## src/rtl/msh_pkg.sv

```systemverilog
// Package of constants and types for the message send handshake block.
package msh_pkg;

	// ----------------------------------------
	// Device types, protocols and limits
	// ----------------------------------------
	localparam logic [15:0] DEV_MULTIDROP = 16'h0001;
	localparam logic [15:0] DEV_SERIAL = 16'h0005;
	localparam logic [15:0] DEV_ETH = 16'h0006;
	localparam logic [15:0] DEV_DNET = 16'h000B;
	localparam logic [15:0] DEV_ETH_SMALL = 16'h0010;
	localparam logic [15:0] PROTO_REGACC = 16'h0001;
	localparam logic [15:0] PROTO_RAW_WORD = 16'h0002;
	localparam logic [15:0] PROTO_RAW_BYTE = 16'h0003;
	localparam logic [15:0] NUM_MIN = 16'h0001;
	localparam logic [15:0] CIR_MAX_SERIAL = 16'h0010;
	localparam logic [15:0] CIR_MAX_OTHER = 16'h0008;
	localparam logic [15:0] CH_MAX_MULTIDROP = 16'h000C;
	localparam logic [15:0] CH_MAX_SERIAL = 16'h0001;
	localparam logic [15:0] CH_MAX_ETH = 16'h000A;
	localparam logic [15:0] CH_MAX_SMALL = 16'h0004;

	// ----------------------------------------
	// Parameter list layout and result codes
	// ----------------------------------------
	localparam int PL_WORDS = 17;
	localparam logic [15:0] PL_RESULT = 16'h0000;
	localparam logic [15:0] PL_DATA_ADDR = 16'h0005;
	localparam logic [15:0] PL_DATA_SIZE = 16'h0006;
	localparam logic [15:0] PL_REG_OFFSET = 16'h000B;
	localparam logic [15:0] PL_LAST = 16'h0010;
	localparam logic [7:0] RES_BUSY = 8'h00;
	localparam logic [7:0] RES_DONE = 8'h10;
	localparam logic [3:0] RES_ERR_HI = 4'h8;
	localparam logic [3:0] ERR_DEV = 4'h1;
	localparam logic [3:0] ERR_PROTO = 4'h2;
	localparam logic [3:0] ERR_CIRCUIT = 4'h3;
	localparam logic [3:0] ERR_CHANNEL = 4'h4;
	localparam logic [3:0] ERR_SHARED = 4'h5;
	localparam logic [1:0] FETCH_LAST = 2'h2;

	// ----------------------------------------
	// Types
	// ----------------------------------------
	typedef struct packed {
		logic [15:0] dev_type;
		logic [15:0] proto;
		logic [15:0] circuit;
		logic [15:0] channel;
	} msh_cmd_t;

	typedef struct packed {
		msh_cmd_t cmd;
		logic word_mode;
		logic no_reply;
		logic [15:0] data_addr;
		logic [15:0] data_size;
		logic [15:0] reg_offset;
	} msh_req_t;

	typedef enum logic [2:0] {
		MSH_IDLE, MSH_START, MSH_FETCH, MSH_SEND, MSH_ABORT, MSH_REPORT, MSH_HOLD
	} msh_state_t;

endpackage

```

## src/rtl/msh_send.sv

```systemverilog
// Message send handshake: command checking, parameter list access and link control.
// Contract
// - Send starts on execute; caller holds execute until complete or error.
// - Abort abandons the send and wins over execute.
// - Device type codes 1, 5, 6, 11, 16 select the link.
// - Protocols 2 and 3 send raw words or bytes, expecting no reply.
// - Protocol 1 is the register-access family, converted by the link.
// - Circuit 1 to 16 for serial, 1 to 8 for other devices.
// - Channel 1-12 multidrop, 1 serial, 1-10 Ethernet, 1-4 others.
// - Serial link shares one channel, so only one message in flight.
// - Parameter list is 17 words: inputs read, results written back.
// - Busy stays on while a send or abort is in progress.
// - Complete pulses for exactly one scan on normal finish.
// - Error pulses for exactly one scan on an error.
// - Result word upper byte: 00h running, 10h done, 8yh error.
`timescale 1ns/100ps
module msh_send (
	// Clock and reset
	input wire logic core_clk_i,
	input wire logic rstn_i,
	// Command bits and selectors
	input wire logic exec_i,
	input wire logic abort_i,
	input wire msh_pkg::msh_cmd_t cmd_i,
	input wire logic [15:0] param_base_i,
	// Status bits
	output logic busy_o,
	output logic done_o,
	output logic err_o,
	// Parameter list word port
	output logic [15:0] pl_addr_o,
	output logic [15:0] pl_wdata_o,
	output logic pl_we_o,
	input wire logic [15:0] pl_rdata_i,
	// Transmission device
	output msh_pkg::msh_req_t link_req_o,
	output logic link_start_o,
	output logic link_abort_o,
	input wire logic link_done_i,
	input wire logic link_fail_i,
	input wire logic [3:0] link_fail_code_i,
	input wire logic link_idle_i,
	input wire logic link_rx_busy_i
);
	import msh_pkg::*;

	// ----------------------------------------
	// Checks
	// ----------------------------------------
	function automatic logic in_range(input logic [15:0] v, input logic [15:0] hi);
		in_range = (v >= NUM_MIN) && (v <= hi);
	endfunction

	function automatic logic [3:0] check_cmd(input msh_cmd_t c, input logic rx_busy);
		logic [15:0] ch_max;
		logic [15:0] cir_max;
		ch_max = CH_MAX_SMALL;
		cir_max = (c.dev_type == DEV_SERIAL) ? CIR_MAX_SERIAL : CIR_MAX_OTHER;
		case (c.dev_type)
			DEV_MULTIDROP: ch_max = CH_MAX_MULTIDROP;
			DEV_SERIAL: ch_max = CH_MAX_SERIAL;
			DEV_ETH: ch_max = CH_MAX_ETH;
			default: ch_max = CH_MAX_SMALL;
		endcase
		if (!(c.dev_type inside {DEV_MULTIDROP, DEV_SERIAL, DEV_ETH, DEV_DNET, DEV_ETH_SMALL}))
			check_cmd = ERR_DEV;
		else if (!(c.proto inside {PROTO_REGACC, PROTO_RAW_WORD, PROTO_RAW_BYTE}))
			check_cmd = ERR_PROTO;
		else if (!in_range(c.circuit, cir_max))
			check_cmd = ERR_CIRCUIT;
		else if (!in_range(c.channel, ch_max))
			check_cmd = ERR_CHANNEL;
		else if ((c.dev_type == DEV_SERIAL) && rx_busy)
			check_cmd = ERR_SHARED;
		else
			check_cmd = 4'h0;
	endfunction

	msh_state_t state_q;
	logic [1:0] step_q;
	logic [3:0] err_code_q;
	logic fail_q;
	msh_req_t req_q;

	// ----------------------------------------
	// Sequencer
	// ----------------------------------------
	// Abort is checked first in every active state so that it always wins.
	always_ff @(posedge core_clk_i or negedge rstn_i) begin
		if (!rstn_i) begin
			state_q <= MSH_IDLE;
			step_q <= 2'h0;
			err_code_q <= 4'h0;
			fail_q <= 1'b0;
		end else begin
			case (state_q)
				MSH_IDLE: begin
					fail_q <= 1'b0;
					err_code_q <= 4'h0;
					if (abort_i) begin
						state_q <= MSH_ABORT;
					end else if (exec_i) begin
						state_q <= MSH_START;
					end
				end
				MSH_START: begin
					step_q <= 2'h0;
					err_code_q <= check_cmd(cmd_i, link_rx_busy_i);
					if (abort_i) begin
						state_q <= MSH_ABORT;
					end else if (check_cmd(cmd_i, link_rx_busy_i) != 4'h0) begin
						fail_q <= 1'b1;
						state_q <= MSH_REPORT;
					end else begin
						state_q <= MSH_FETCH;
					end
				end
				MSH_FETCH: begin
					step_q <= step_q + 2'h1;
					if (abort_i) begin
						state_q <= MSH_ABORT;
					end else if (step_q == FETCH_LAST) begin
						state_q <= MSH_SEND;
					end
				end
				MSH_SEND: begin
					if (abort_i) begin
						state_q <= MSH_ABORT;
					end else if (link_fail_i) begin
						fail_q <= 1'b1;
						err_code_q <= link_fail_code_i;
						state_q <= MSH_REPORT;
					end else if (link_done_i) begin
						state_q <= MSH_REPORT;
					end
				end
				MSH_ABORT: begin
					if (link_idle_i) begin
						fail_q <= 1'b0;
						state_q <= MSH_REPORT;
					end
				end
				MSH_REPORT: state_q <= MSH_HOLD;
				MSH_HOLD: begin
					if (!exec_i && !abort_i) begin
						state_q <= MSH_IDLE;
					end
				end
				default: state_q <= MSH_IDLE;
			endcase
		end
	end

	// ----------------------------------------
	// Handshake bits
	// ----------------------------------------
	always_ff @(posedge core_clk_i or negedge rstn_i) begin
		if (!rstn_i) begin
			busy_o <= 1'b0;
			done_o <= 1'b0;
			err_o <= 1'b0;
		end else begin
			busy_o <= state_q inside {MSH_START, MSH_FETCH, MSH_SEND, MSH_ABORT};
			done_o <= (state_q == MSH_REPORT) && !fail_q;
			err_o <= (state_q == MSH_REPORT) && fail_q;
		end
	end

	// ----------------------------------------
	// Parameter list access
	// ----------------------------------------
	// One shared word port: the progress write goes out before the reads start,
	// so a slow list cannot see a read and a write in the same scan.
	always_ff @(posedge core_clk_i or negedge rstn_i) begin
		if (!rstn_i) begin
			pl_addr_o <= 16'h0000;
			pl_wdata_o <= 16'h0000;
			pl_we_o <= 1'b0;
		end else begin
			pl_we_o <= 1'b0;
			case (state_q)
				MSH_IDLE: begin
					if (exec_i && !abort_i) begin
						pl_addr_o <= param_base_i + PL_RESULT;
						pl_wdata_o <= {RES_BUSY, cmd_i.circuit[7:0]};
						pl_we_o <= 1'b1;
					end
				end
				MSH_START: pl_addr_o <= param_base_i + PL_DATA_ADDR;
				MSH_FETCH: begin
					if (step_q == 2'h0) begin
						pl_addr_o <= param_base_i + PL_DATA_SIZE;
					end else begin
						pl_addr_o <= param_base_i + PL_REG_OFFSET;
					end
				end
				MSH_REPORT: begin
					pl_addr_o <= param_base_i + PL_RESULT;
					pl_wdata_o <= fail_q ? {RES_ERR_HI, err_code_q, req_q.cmd.circuit[7:0]} :
						{RES_DONE, req_q.cmd.circuit[7:0]};
					pl_we_o <= 1'b1;
				end
				default: pl_we_o <= 1'b0;
			endcase
		end
	end

	// ----------------------------------------
	// Link request
	// ----------------------------------------
	always_ff @(posedge core_clk_i or negedge rstn_i) begin
		if (!rstn_i) begin
			req_q <= '0;
		end else if ((state_q == MSH_START) || ((state_q == MSH_IDLE) && abort_i)) begin
			// An abort from idle never passes START, so its result word needs the circuit here.
			req_q.cmd <= cmd_i;
			req_q.word_mode <= (cmd_i.proto == PROTO_RAW_WORD);
			req_q.no_reply <= (cmd_i.proto != PROTO_REGACC);
		end else if (state_q == MSH_FETCH) begin
			case (step_q)
				2'h0: req_q.data_addr <= pl_rdata_i;
				2'h1: req_q.data_size <= pl_rdata_i;
				default: req_q.reg_offset <= pl_rdata_i;
			endcase
		end
	end

	assign link_req_o = req_q;

	// The start strobe is a single pulse; on the serial device the machine is
	// not back in idle until the send is over, so a second cannot overlap.
	always_ff @(posedge core_clk_i or negedge rstn_i) begin
		if (!rstn_i) begin
			link_start_o <= 1'b0;
			link_abort_o <= 1'b0;
		end else begin
			link_start_o <= (state_q == MSH_FETCH) && (step_q == FETCH_LAST) && !abort_i;
			link_abort_o <= (state_q == MSH_ABORT) && !link_idle_i;
		end
	end

	// ----------------------------------------
	// Checks on the design
	// ----------------------------------------
	done_one_scan_a: assert property (@(posedge core_clk_i) disable iff (!rstn_i)
		done_o |=> !done_o) else $error("complete longer than one scan");
	err_one_scan_a: assert property (@(posedge core_clk_i) disable iff (!rstn_i)
		err_o |=> !err_o) else $error("error longer than one scan");
	done_err_excl_a: assert property (@(posedge core_clk_i) disable iff (!rstn_i)
		!(done_o && err_o)) else $error("complete and error together");
	abort_wins_a: assert property (@(posedge core_clk_i) disable iff (!rstn_i)
		(state_q == MSH_IDLE && exec_i && abort_i) |=> state_q == MSH_ABORT ##1 busy_o)
		else $error("abort did not win over execute");
	busy_on_exec_a: assert property (@(posedge core_clk_i) disable iff (!rstn_i)
		(state_q == MSH_IDLE && exec_i && !abort_i) |=> ##1 busy_o)
		else $error("busy missing after execute");
	done_result_a: assert property (@(posedge core_clk_i) disable iff (!rstn_i)
		done_o |-> pl_we_o && pl_wdata_o[15:8] == RES_DONE)
		else $error("result word not done code");
	err_result_a: assert property (@(posedge core_clk_i) disable iff (!rstn_i)
		err_o |-> pl_we_o && pl_wdata_o[15:12] == RES_ERR_HI)
		else $error("result word not error code");
	bad_channel_a: assert property (@(posedge core_clk_i) disable iff (!rstn_i)
		(state_q == MSH_START && !abort_i && cmd_i.dev_type == DEV_SERIAL
		&& cmd_i.channel != CH_MAX_SERIAL) |-> ##[1:3] err_o)
		else $error("bad serial channel not refused");
	word_mode_a: assert property (@(posedge core_clk_i) disable iff (!rstn_i)
		link_start_o |-> link_req_o.word_mode == (link_req_o.cmd.proto == PROTO_RAW_WORD))
		else $error("word mode wrong at start");
	hold_quiet_a: assert property (@(posedge core_clk_i) disable iff (!rstn_i)
		(state_q == MSH_HOLD && exec_i) |=> !busy_o && !link_start_o)
		else $error("restart without execute release");

endmodule // msh_send

```

## config.mk

```make
export PLATFORM = sky130hd
export DESIGN_NAME = msh_send
export DESIGN_NICKNAME = d
export VERILOG_FILES = /design/src/rtl/msh_pkg.sv /design/src/rtl/msh_send.sv
export SDC_FILE = /design/constraint.sdc
export NUM_CORES = 1
export LEC_CHECK = 0
export BUFFER_PORTS_ARGS = -buffer_cell sky130_fd_sc_hd__clkbuf_2
export CAP_MARGIN = 20
export CORE_UTILIZATION = 54
export DETAILED_ROUTE_END_ITERATION = 12
export GPL_ROUTABILITY_DRIVEN = 0
export GPL_TIMING_DRIVEN = 0
export PLACE_DENSITY = 0.87
export SLEW_MARGIN = 20
export SYNTH_ARGS = -nofsm -noshare
export SYNTH_HDL_FRONTEND = slang
export SYNTH_SLANG_ARGS = --single-unit
```

## constraint.sdc

```tcl
create_clock -name core_clk_i -period 6.6 [get_ports core_clk_i]
set_clock_uncertainty 0.05 [all_clocks]
set_input_delay 1.32 -clock core_clk_i [delete_from_list [all_inputs] [get_ports core_clk_i]]
set_output_delay 1.32 -clock core_clk_i [all_outputs]
set_load 0.01 [all_outputs]
```

# Word-level counts from Yosys, hierarchy flattened
# Cells that the tools add are included.
# totals
register_bits,162
inputBits,108
out_inout_bits,152
wordCells,142
# op_classes
addsub,4
n_lt_le_gt_ge,5
n_eq_ne,27
n_mux,46
bitwise,2
reduce_logical,37
# op_table
op,n
$mux W16,7
$pmux W16 S4,1
$mux W3,16
$add A16 B3 Y16 const B,2
$eq A16 B1 Y1 const B,2
$eq A16 B2 Y1 const B,2
$eq A16 B3 Y1 const B,2
$ge A16 B1 Y1 const B,2
$le A16 B16 Y1,2
$mux W4,8
$pmux W16 S2,1
$pmux W4 S3,2
$pmux W3 S7,1
$add A16 B4 Y16 const B,1
$eq A16 B4 Y1 const B,1
$eq A16 B5 Y1 const B,1
$le A16 B5 Y1,1
$ne A16 B1 Y1 const B,1
$reduce_bool A4 Y1,4
$ne A2 B2 Y1 const B,7
$logic_and A1 B1 Y1,12
$reduce_and A3 Y1,4
$eq A3 B3 Y1 const B,3
$eq A3 B2 Y1 const B,2
24 further kinds,36

# Depth between registers and ports, before layout
# Gate-level depths: netlist (run 1).
# depth
ltp_word,16
mapped_depth,11
ltp_nobuf,10

# Worst setup path before layout (run 1)
# Ideal clock, no wire load.
# synth_timing
kind,input to register
start,in cmd_i[49] in the netlist's numbering
end,reg state_q[2]
setup_ps,135
t_arrival_ps,3327
required_ps,6415
slack_ps,3088
stages,11
n_path_buf,1
path_cell_list,buf_6 > nor4b_1 > nand2_1 > nor2_2 > inv_2 > ha_1 > nor2b_1 > o22ai_1 > nand4b_2 > a2111oi_4 > a31oi_1
# synth_between
elab_chain_len,16
word_cells_on_any_way,26
classes_between,2 x order compare; 5 x eq/ne; 14 x mux; 5 x reduce/logical
# synth_rtl
item,line,source
start: declaration,msh_send.sv:24,"input wire msh_pkg::msh_cmd_t cmd_i,"
$eq A16 B3 Y1 (tied with other cells),"msh_send.sv:59, msh_send.sv:65",
$pmux W4 S3,msh_send.sv:59,case (c.dev_type)
$mux W16,msh_send.sv:109,if (abort_i) begin
$mux W16,msh_send.sv:96,case (state_q)
$le A16 B16 Y1,msh_send.sv:51,in_range = (v >= NUM_MIN) && (v <= hi);
$logic_and A1 B1 Y1,msh_send.sv:51,
$mux W4,msh_send.sv:71,"else if (!in_range(c.channel, ch_max))"
$mux W4,msh_send.sv:69,"else if (!in_range(c.circuit, cir_max))"
$mux W4,msh_send.sv:67,"else if (!(c.proto inside {PROTO_REGACC, PROTO_RAW_WORD, PROTO_RAW_BYTE}))"
$mux W4 *,msh_send.sv:65,"if (!(c.dev_type inside {DEV_MULTIDROP, DEV_SERIAL, DEV_ETH, DEV_DNET, DEV_ETH_SMALL}))"
$mux W4 *,msh_send.sv:109,
$mux W4 *,msh_send.sv:96,
$reduce_bool A4 Y1 *,msh_send.sv:111,"end else if (check_cmd(cmd_i, link_rx_busy_i) != 4'h0) begin"
$mux W3 *,msh_send.sv:111,
$mux W3 *,msh_send.sv:109,
$pmux W3 S7 *,msh_send.sv:96,
end signal: assignment,msh_send.sv:110,state_q <= MSH_ABORT;
end signal: assignment,msh_send.sv:113,state_q <= MSH_REPORT;
end signal: assignment,msh_send.sv:115,state_q <= MSH_FETCH;
end: declaration,msh_send.sv:79,msh_state_t state_q;
# Every way passes the cells marked *; elsewhere a longest branch is shown, timed or not. The select of a mux whose other input is x is not followed.
# A chain may end at the register's enable or synchronous reset.

# Final worst setup path (run 1)
# layout_timing
start,in cmd_i[61] in the netlist's numbering
end,reg err_code_q[0]
# layout_between
elab_chain_len,10
word_cells_on_any_way,20
classes_between,2 x order compare; 5 x eq/ne; 9 x mux; 4 x reduce/logical
# layout_rtl
item,line,source
$eq A16 B3 Y1 (tied with other cells),"msh_send.sv:59, msh_send.sv:65",
$pmux W4 S3,msh_send.sv:59,
$mux W16,msh_send.sv:96,
$le A16 B16 Y1,msh_send.sv:51,
$logic_and A1 B1 Y1,msh_send.sv:51,
$mux W3,msh_send.sv:71,
$mux W3,msh_send.sv:69,
$mux W3,msh_send.sv:67,
$mux W3 *,msh_send.sv:65,
$pmux W4 S3 *,msh_send.sv:96,
end signal: assignment,msh_send.sv:108,"err_code_q <= check_cmd(cmd_i, link_rx_busy_i);"
end signal: assignment,msh_send.sv:131,err_code_q <= link_fail_code_i;
end: declaration,msh_send.sv:81,logic [3:0] err_code_q;
# Marked as above.

==> results of run 1 <==
==> power by group <==
part | internal (uW) | total (uW) | leakage (uW) | switching, uW
registers | 1430 | 1670 | 0.00196 | 242
logic | 747 | 1580 | 0.00238 | 831
clock network | 544 | 931 | 0.000267 | 387
total | 2720 | 4180 | 0.00461 | 1460
==> critical path, delay by kind of cell <==
family	cells	cell delay, ps
adders and majority gates	1	300
buffers and inverters	1	110
AOI/OAI and AO/OA	4	870
and+or+nand+nor	5	1200
==> cells by family after synthesis <==
family          Yosys count
other cells               1
flops                   160
simple gates            147
fa+ha+maj                15
mux                     116
buf+inv                  52
compound gates          103
xor+xnor                  5
==> placed cells by master (no fill, tap or decap), drive strengths merged, types with 5 or more instances in the layout <==
cell type  instances
o21ai             26
or3                8
nor2b              5
nand3              9
nor2              39
a21oi             22
a22o               6
nor4              10
a31oi             11
buf                8
dfrtp            160
mux2             109
nand2             32
ha                15
mux2i              7
and3               6
inv               21
clkbuf           301
==> synth_stat cells, types with 7 or more instances <==
master    number
nor4_1        10
nor2_1        38
mux2i_1        7
a31oi_1       11
dfrtp_1      160
ha_1          15
mux2_2       107
clkbuf_1      25
nand2_1       32
nand3_1        9
or3_1          8
o21ai_0       24
a21oi_1       22
inv_1         19
==> final timing paths <==
kind,endpoint,depth (start not counted)
setup / recovery,err_code_q[0],11
min in group asynchronous,pl_wdata_o[6],1
hold reg to reg,pl_wdata_o[12],1
max in group asynchronous,link_req_o[22],2
setup reg to reg,link_req_o[39],6
hold / removal,pl_wdata_o[12],1
==> per-layer routing <==
metal  up-vias  wire length (um)  global-route usage (%)
met5         -                 0                       0
met2       208              9320                    46.9
li1       2712                 -                       -
met4         0               516                    12.1
met3        45               936                    7.17
met1      2888              7590                    33.6
==> state kept, by name (all words and copies together) (netlist names), 2 cells and up <==
name / cells
err_code_q: 4
state_q: 3
pl_addr_o: 16
step_q: 2
link_req_o: 114
pl_wdata_o: 14
==> per-stage QoR <==
step	worst slack [ps]	hold slack, ps	instance area [um2]	total power [uW]	std cells
after global placement	1400	409	8740	3180	1027
after floorplan	3090	411	7240	2560	600
after detailed placement	2740	424	8770	3260	1028
after CTS	3140	438	9330	4210	1058
after global routing	2910	466	9330	4430	1058
final	3090	435	9330	4180	1058
==> final cells by class <==
cell class | instances | area share (%)
sequential | 160 | 42.9
inverter | 20 | 0.805
clock buffer | 21 | 5.04
multi-input combinational | 388 | 32.4
clock inverter | 9 | 0.912
tap | 172 | 2.31
buffer | 32 | 1.50
timing repair buffer | 256 | 14.1
==> metrics.yaml, run 1 <==
status: "completed"
finalCritPeriodShare_pct: 53.1
vdd_ir_drop_max_mv: 0.293
dieWidth_um: 118
worst_ep_required_time_ps: 6890
start_util_pct: 56.5
synthArstFlopShare_pct: 100
syn_area_per_cell_um2: 12.1
coreArea_um2: 12800
maxCapViolCount: 0
relSlewSlack_pct: 44.6
grt_pass1_vias: 5931
ff2ff_setup_slack_ps: 4010
rsz0062_at_grt: "false"
hold_viol: 0
fin_crit_ps: 3510
initialDrtViolationCount: 444
synth_top_area_cell: "dfrtp_1"
cts_tree: "done"
die-area_um2: 13900
ys_top_cells_by_area: "dfrtp_1 55%, mux2_2 17%, ha_1 2.6%"
worst_setup_path_end_kind: "register"
cp_slowest_cell: "o32a_1"
p_leak_uw: 0.00461
clk_latency_ps: 420
synth_compound_area_share_pct: 9.68
nFillCells: 916
ys_seq_elements: 160
cp-start-kind: "input port"
clkTransAtPathRegs_ps: 60
insertedDiodeCount: 0
synth_top_family_by_area: "multiplexers"
synth_edf_count: 0
drive_gt1_share_pct: 46.2
regArea_um2: 4000
critPathArrivalTime_ps: 3800
firstDrtPassIters: 5
htreeDepth: 4
yosysWarnings: 0
synth_top_area_share_pct: 55.3
synth-simple-area-share_pct: 10.9
synth_xor_area_share_pct: 0.605
dp_hpwl_um: 13500
crit_path_max_fanout: 4
grt_max_degree: 84
synth_fa_ha_area_share_pct: 2.59
io_buffers: 255
max_stage_delay_ps: 400
path_cells: "clkbuf_2 > nor4_1 > nand2_1 > nor3_1 > nand3_1 > ha_1 > nor2b_1 > o211ai_1 > a21oi_1 > o32a_1 > a21oi_1"
global_route.usage.total_pct: 27.8
finalSetupTns_ps: 0
min-delay-path-class: "register to register"
cts.sinks: 160
maxSlewViolCount: 0
synthDistinctLibCells: 67
via_count: 5853
cts.repair.resized: 0
cpMostUsedCell: "a21oi_1"
multiInputGateArea_um2: 3030
clock-root-buffer: "clkbuf_16"
rows: 41
grt.overflow.total: 0
hold_start: "pl_wdata_o[12]"
max_freq_ghz: 0.285
finalSetupViolCount: 0
yosysSeqAreaShare_pct: 55.3
crit_type: "input port to register"
die_height_um: 118
utilization_pct: 72.7
startpoint: "cmd_i[61]"
drc_errors: 0
syn_inst: 599
r2r-start: "state_q[1]"
postRouteAntennaNets: 0
worst_pin_slew_ps: 825
routedWlPerCell_um: 17.4
area_growth_syn_to_layout_pct: 28.8
drt_wl_total_um: 18400
muxShareOfSynthArea_pct: 17.9
io_pins: 260
routed_via_density: 5.53
syn-cell-area_um2: 7240
grt_pass1_wl_um: 30000
clk_path_buf_depth: 2
ctsHoldBuffers: 0
powerDensity_nw_per_um2: 448
cts_setup_buffers: 0
antenna_found_initial: 0
synth-main-ff-cell: "dfrtp_1"
fin_nets: 998
cts_buffers: 17
(Power assumes the default switching activity.)
==> run 2, diff against run 1 <==
- CORE_UTILIZATION: 54 -> 45
- PLACE_DENSITY: 0.87 -> 0.77
- clock period: 6.6 -> 2.9 ns (I/O delays scaled with it)
==> metrics.yaml, run 2 (synthesis gave the netlist of run 1 again) <==
utilization_pct: 59.7
cp-start-kind: "input port"
htreeDepth: 4
finalSetupTns_ps: 0
grt.overflow.total: 0
cts_tree: "done"
die-area_um2: 16600
critPathArrivalTime_ps: 2990
fin_cells: 1104
io_buffers: 255
clk_path_buf_depth: 2
maxSlewViolCount: 0
worst_pin_slew_ps: 887
final_common_cell: "clkbuf_2"
cp_slowest_cell: "a2111oi_4"
dp_hpwl_um: 13200
start_util_pct: 45.9
worst_setup_path_end_kind: "register"
maxCapViolCount: 0
crit_path_max_fanout: 8
dieWidth_um: 129
clk_latency_ps: 420
drc_errors: 0
drt_wl_total_um: 17600
ff2ff_setup_slack_ps: 310
min-delay-path-class: "input port to asynchronous set/reset pin"
status: "completed"
hold_viol: 0
grt_pass1_vias: 5578
gr-usage-met3_pct: 5.45
drive_gt1_share_pct: 46.5
crit_family: "simple AND/OR/NAND/NOR gates"
rows: 46
insertedDiodeCount: 0
cts.sinks: 160
vdd_ir_drop_max_mv: 0.553
routedWlPerCell_um: 16.0
cts_buffers: 17
largest_reg_flops: 114
antenna_found_initial: 0
path_cells: "clkbuf_2 > nor4b_1 > nand2_1 > nor2_2 > inv_2 > ha_1 > nor2b_1 > o22ai_1 > nand4b_2 > a2111oi_4 > a31oi_1"
clkTransAtPathRegs_ps: 70
nFillCells: 1322
rsz0062_at_grt: "false"
most-common-layout-cells: "254 x clkbuf_2, 160 x dfrtp_1, 107 x mux2_2, 38 x nor2_1, 32 x nand2_1"
grt_use_met1_pct: 27.4
finalCritPeriodShare_pct: 94.9
top_usage_layer: "met2"
powerDensity_nw_per_um2: 1010
relSlewSlack_pct: 40.5
fin_crit_ps: 2750
die_height_um: 129
fin_nets: 998
coreArea_um2: 15800
crit_type: "input port to register"
area_growth_syn_to_layout_pct: 29.9
cts_setup_buffers: 0
worst_ep_required_time_ps: 3130
use_met2_pct: 36.2
postRouteAntennaNets: 0
routed_via_density: 5.18
max_freq_ghz: 0.363
initialDrtViolationCount: 248
whs_ps: 98.5
p_leak_uw: 0.00461
firstDrtPassIters: 4
clock-root-buffer: "clkbuf_16"
io_pins: 260
grt_max_degree: 89
global_route.usage.total_pct: 21.7
via_count: 5721
dp_cells: 1072
grt_pass1_wl_um: 27900
path_buf_inv: 2
finalSetupViolCount: 0
max_stage_delay_ps: 450
-- run 2: repair_timing --
action	CTS	global route
hold buffers	0	0
endpoints found under the hold margin	0	0
endpoints found under the setup margin	0	2
gates resized for setup	0	1
-- run 2: layer usage --
layer | part of all wire, % | wire length, um | vias up
met5 | 0 | 0 | -
met4 | 1.5 | 257 | 0
met3 | 5.4 | 944 | 24
met2 | 50 | 8760 | 180
met1 | 44 | 7680 | 2786
li1 | - | - | 2731
-- run 2: power by group --
group	internal [uW]	switching, uW	total [uW]
clock network	1210	1000	2210
logic	1700	1840	3530
registers	3250	531	3780
-- run 2: through the flow --
| step | power [uW] | instance area, um2 | setup WS (ps) |
|---|---|---|---|
| floorplan | 5820 | 7240 | 128 |
| global placement | 7250 | 8790 | -1620 |
| detailed placement | 7380 | 8830 | -233 |
| CTS | 9610 | 9410 | 203 |
| global route | 10100 | 9410 | 14.5 |
| finish | 9530 | 9410 | 147 |
-- run 2: final timing paths --
check,start,endpoint,depth (start not counted)
hold reg to reg,link_req_o[50],link_req_o[50],2
setup / recovery,cmd_i[48],state_q[2],11
hold / removal,rstn_i,link_req_o[67],1
max in group asynchronous,rstn_i,link_req_o[25],2
setup reg to reg,state_q[0],link_req_o[10],6
min in group core_clk_i,link_idle_i,link_abort_o,2
-- run 2: worst register-to-register path, stage by stage (launching register included) --
cell and delay, ps:
dfrtp_1 370, clkbuf_1 180, o21ai_1 740, and3b_1 260, buf_2 210, buf_2 310
mux2_2 370
-- run 2: final cells by class --
type	count	area, um2	share of cell area, %
Timing Repair Buffer	256	1310	13.9
Inverter	20	75.1	0.798
Clock buffer	17	425	4.52
Buffer	32	140	1.49
Sequential cell	160	4000	42.6
Tap cell	216	270	2.87
Clock inverter	15	153	1.62
Multi-Input combinational cell	388	3030	32.2
==> run 3, diff against run 2 <==
- clock period: 2.9 -> 2.2 ns (I/O delays scaled with it)
==> metrics.yaml, run 3 (synthesis gave the netlist of run 1 again) <==
rows: 46
fin_ws_ps: -45.4
die_height_um: 129
path_cells: "buf_8 > nor4b_4 > nand2_2 > nor2_4 > inv_4 > ha_4 > nand2_4 > o22ai_4 > nand4b_4 > a2111oi_4 > a31oi_1"
violations: "negative setup slack"
max_stage_delay_ps: 430
dieWidth_um: 129
fin_area_um2: 9720
die-area_um2: 16600
initialDrtViolationCount: 275
final_common_cell: "clkbuf_2"
coreArea_um2: 15800
io_buffers: 255
maxCapViolCount: 0
start_util_pct: 45.9
cts_tree: "done"
status: "complete, but fails checks"
crit_path_max_fanout: 5
crit_family: "simple AND/OR/NAND/NOR gates"
cp.depth: 11
startpoint: "cmd_i[54]"
worst_pin_slew_ps: 686
area_growth_syn_to_layout_pct: 34.2
largest_reg_flops: 114
critPathArrivalTime_ps: 2480
hold_viol: 0
max_freq_ghz: 0.445
grt_pass1_wl_um: 29300
io_pins: 260
r2r-start: "state_q[2]"
min-delay-path-class: "input port to register"
p_leak_uw: 0.00474
firstDrtPassIters: 5
drive_gt1_share_pct: 50.3
placed_area_um2: 8950
antenna_found_initial: 0
cts.sinks: 160
reg2regPathDepth: 6
timing.rr.end: "link_req_o[8]"
grt.overflow.total: 0
clk_latency_ps: 420
fin_crit_ps: 2250
clock-root-buffer: "clkbuf_16"
via_count: 5769
cp-start-kind: "input port"
grt_max_degree: 90
relSlewSlack_pct: 54.3
grt_pass1_vias: 5702
clk_path_buf_depth: 2
crit_type: "input port to register"
powerDensity_nw_per_um2: 1310
path_buf_inv: 2
finalSetupViolCount: 5
most-common-layout-cells: "256 x clkbuf_2, 160 x dfrtp_1, 107 x mux2_2, 35 x nor2_1, 29 x nand2_1"
cp_slowest_cell: "a2111oi_4"
nFillCells: 1286
rsz0062_at_grt: "true"
dp_hpwl_um: 13600
worst_ep_required_time_ps: 2440
fin_nets: 999
global_route.usage.total_pct: 23.1
cts_buffers: 17
insertedDiodeCount: 0
htreeDepth: 4
finalCritPeriodShare_pct: 102
clkTransAtPathRegs_ps: 60
worst_setup_path_end_kind: "register"
routed_via_density: 5.22
drt_wl_total_um: 18400
routedWlPerCell_um: 16.7
utilization_pct: 61.6
cp-endpoint: "state_q[2]"
drc_errors: 0
vdd_ir_drop_max_mv: 0.802
ff2ff_setup_slack_ps: 40
maxSlewViolCount: 0
holdPathStages: 2
postRouteAntennaNets: 0
-- run 3: cell types whose count changed in the layout (fill, tap and decap cells not counted), sizes merged --
cell	change
dlygate4sd3	+1
buf	+11
clkinvlp	-2
clkinv	-1
clkbuf	-8
-- run 3: final cells by class --
type / instances / area (um2) / share of cell area, %
flip-flops and latches: 160 / 4000 / 41.2
inverters: 20 / 77.6 / 0.798
multi-input cells: 388 / 3240 / 33.4
plain buffers: 26 / 138 / 1.42
clock buffers: 20 / 457 / 4.70
repair buffers: 263 / 1410 / 14.5
clock inverters: 12 / 121 / 1.25
well taps: 216 / 270 / 2.78
-- run 3: layer usage --
metal  vias to the layer above  wire length, um  GRT usage (%)
li1                       2739                -              -
met1                      2801             7670           28.5
met2                       194             9160           38.5
met3                        35             1160           6.61
met4                         0              422           8.44
met5                         -                0              0
-- run 3: worst min path at each step --
stage	to	slack, ps	from
detailed placement	link_req_o[14]	430	link_req_o[14]
finish	link_abort_o	170	link_idle_i
global placement	pl_wdata_o[15]	410	pl_wdata_o[15]
global route	link_abort_o	150	link_idle_i
CTS	link_abort_o	140	link_idle_i
floorplan	busy_o	90	rstn_i
-- run 3: timing repair --
item                       CTS  global route
hold endpoints to repair    25             0
resized for setup           18            36
pin swaps                    6            14
hold buffers                 1             0
setup endpoints to repair  115            91
setup buffers                2             4
-- run 3: worst reg2reg max path, cell delays in order, from the launching register on --
cell and delay, ps:
dfrtp_1 480, or3b_4 490, nor2_2 150, and3b_1 180, buf_4 170, buf_6 180
mux2_2 350
-- run 3: where the power goes --
group          total, uW  leakage, uW  switching, uW  internal [uW]
combinational       4740      0.00251           2450           2290
clock               2900     0.000276           1260           1640
sequential          5050      0.00196            760           4290
total              12700      0.00474           4470           8220
-- run 3: metrics by stage --
step                      setup slack [ps]  TNS [ps]  instances  hold WS (ps)  power (uW)
final                                -45.4      -122       1105           169       12700
after global routing                  -143     -1060       1105           146       13500
after CTS                             -119     -1670       1104           141       12800
after detailed placement              -713    -49830       1072           427        9770
after global placement               -2190   -395780       1071           411        9600
after floorplan                       -225      -903        600          94.4        7690
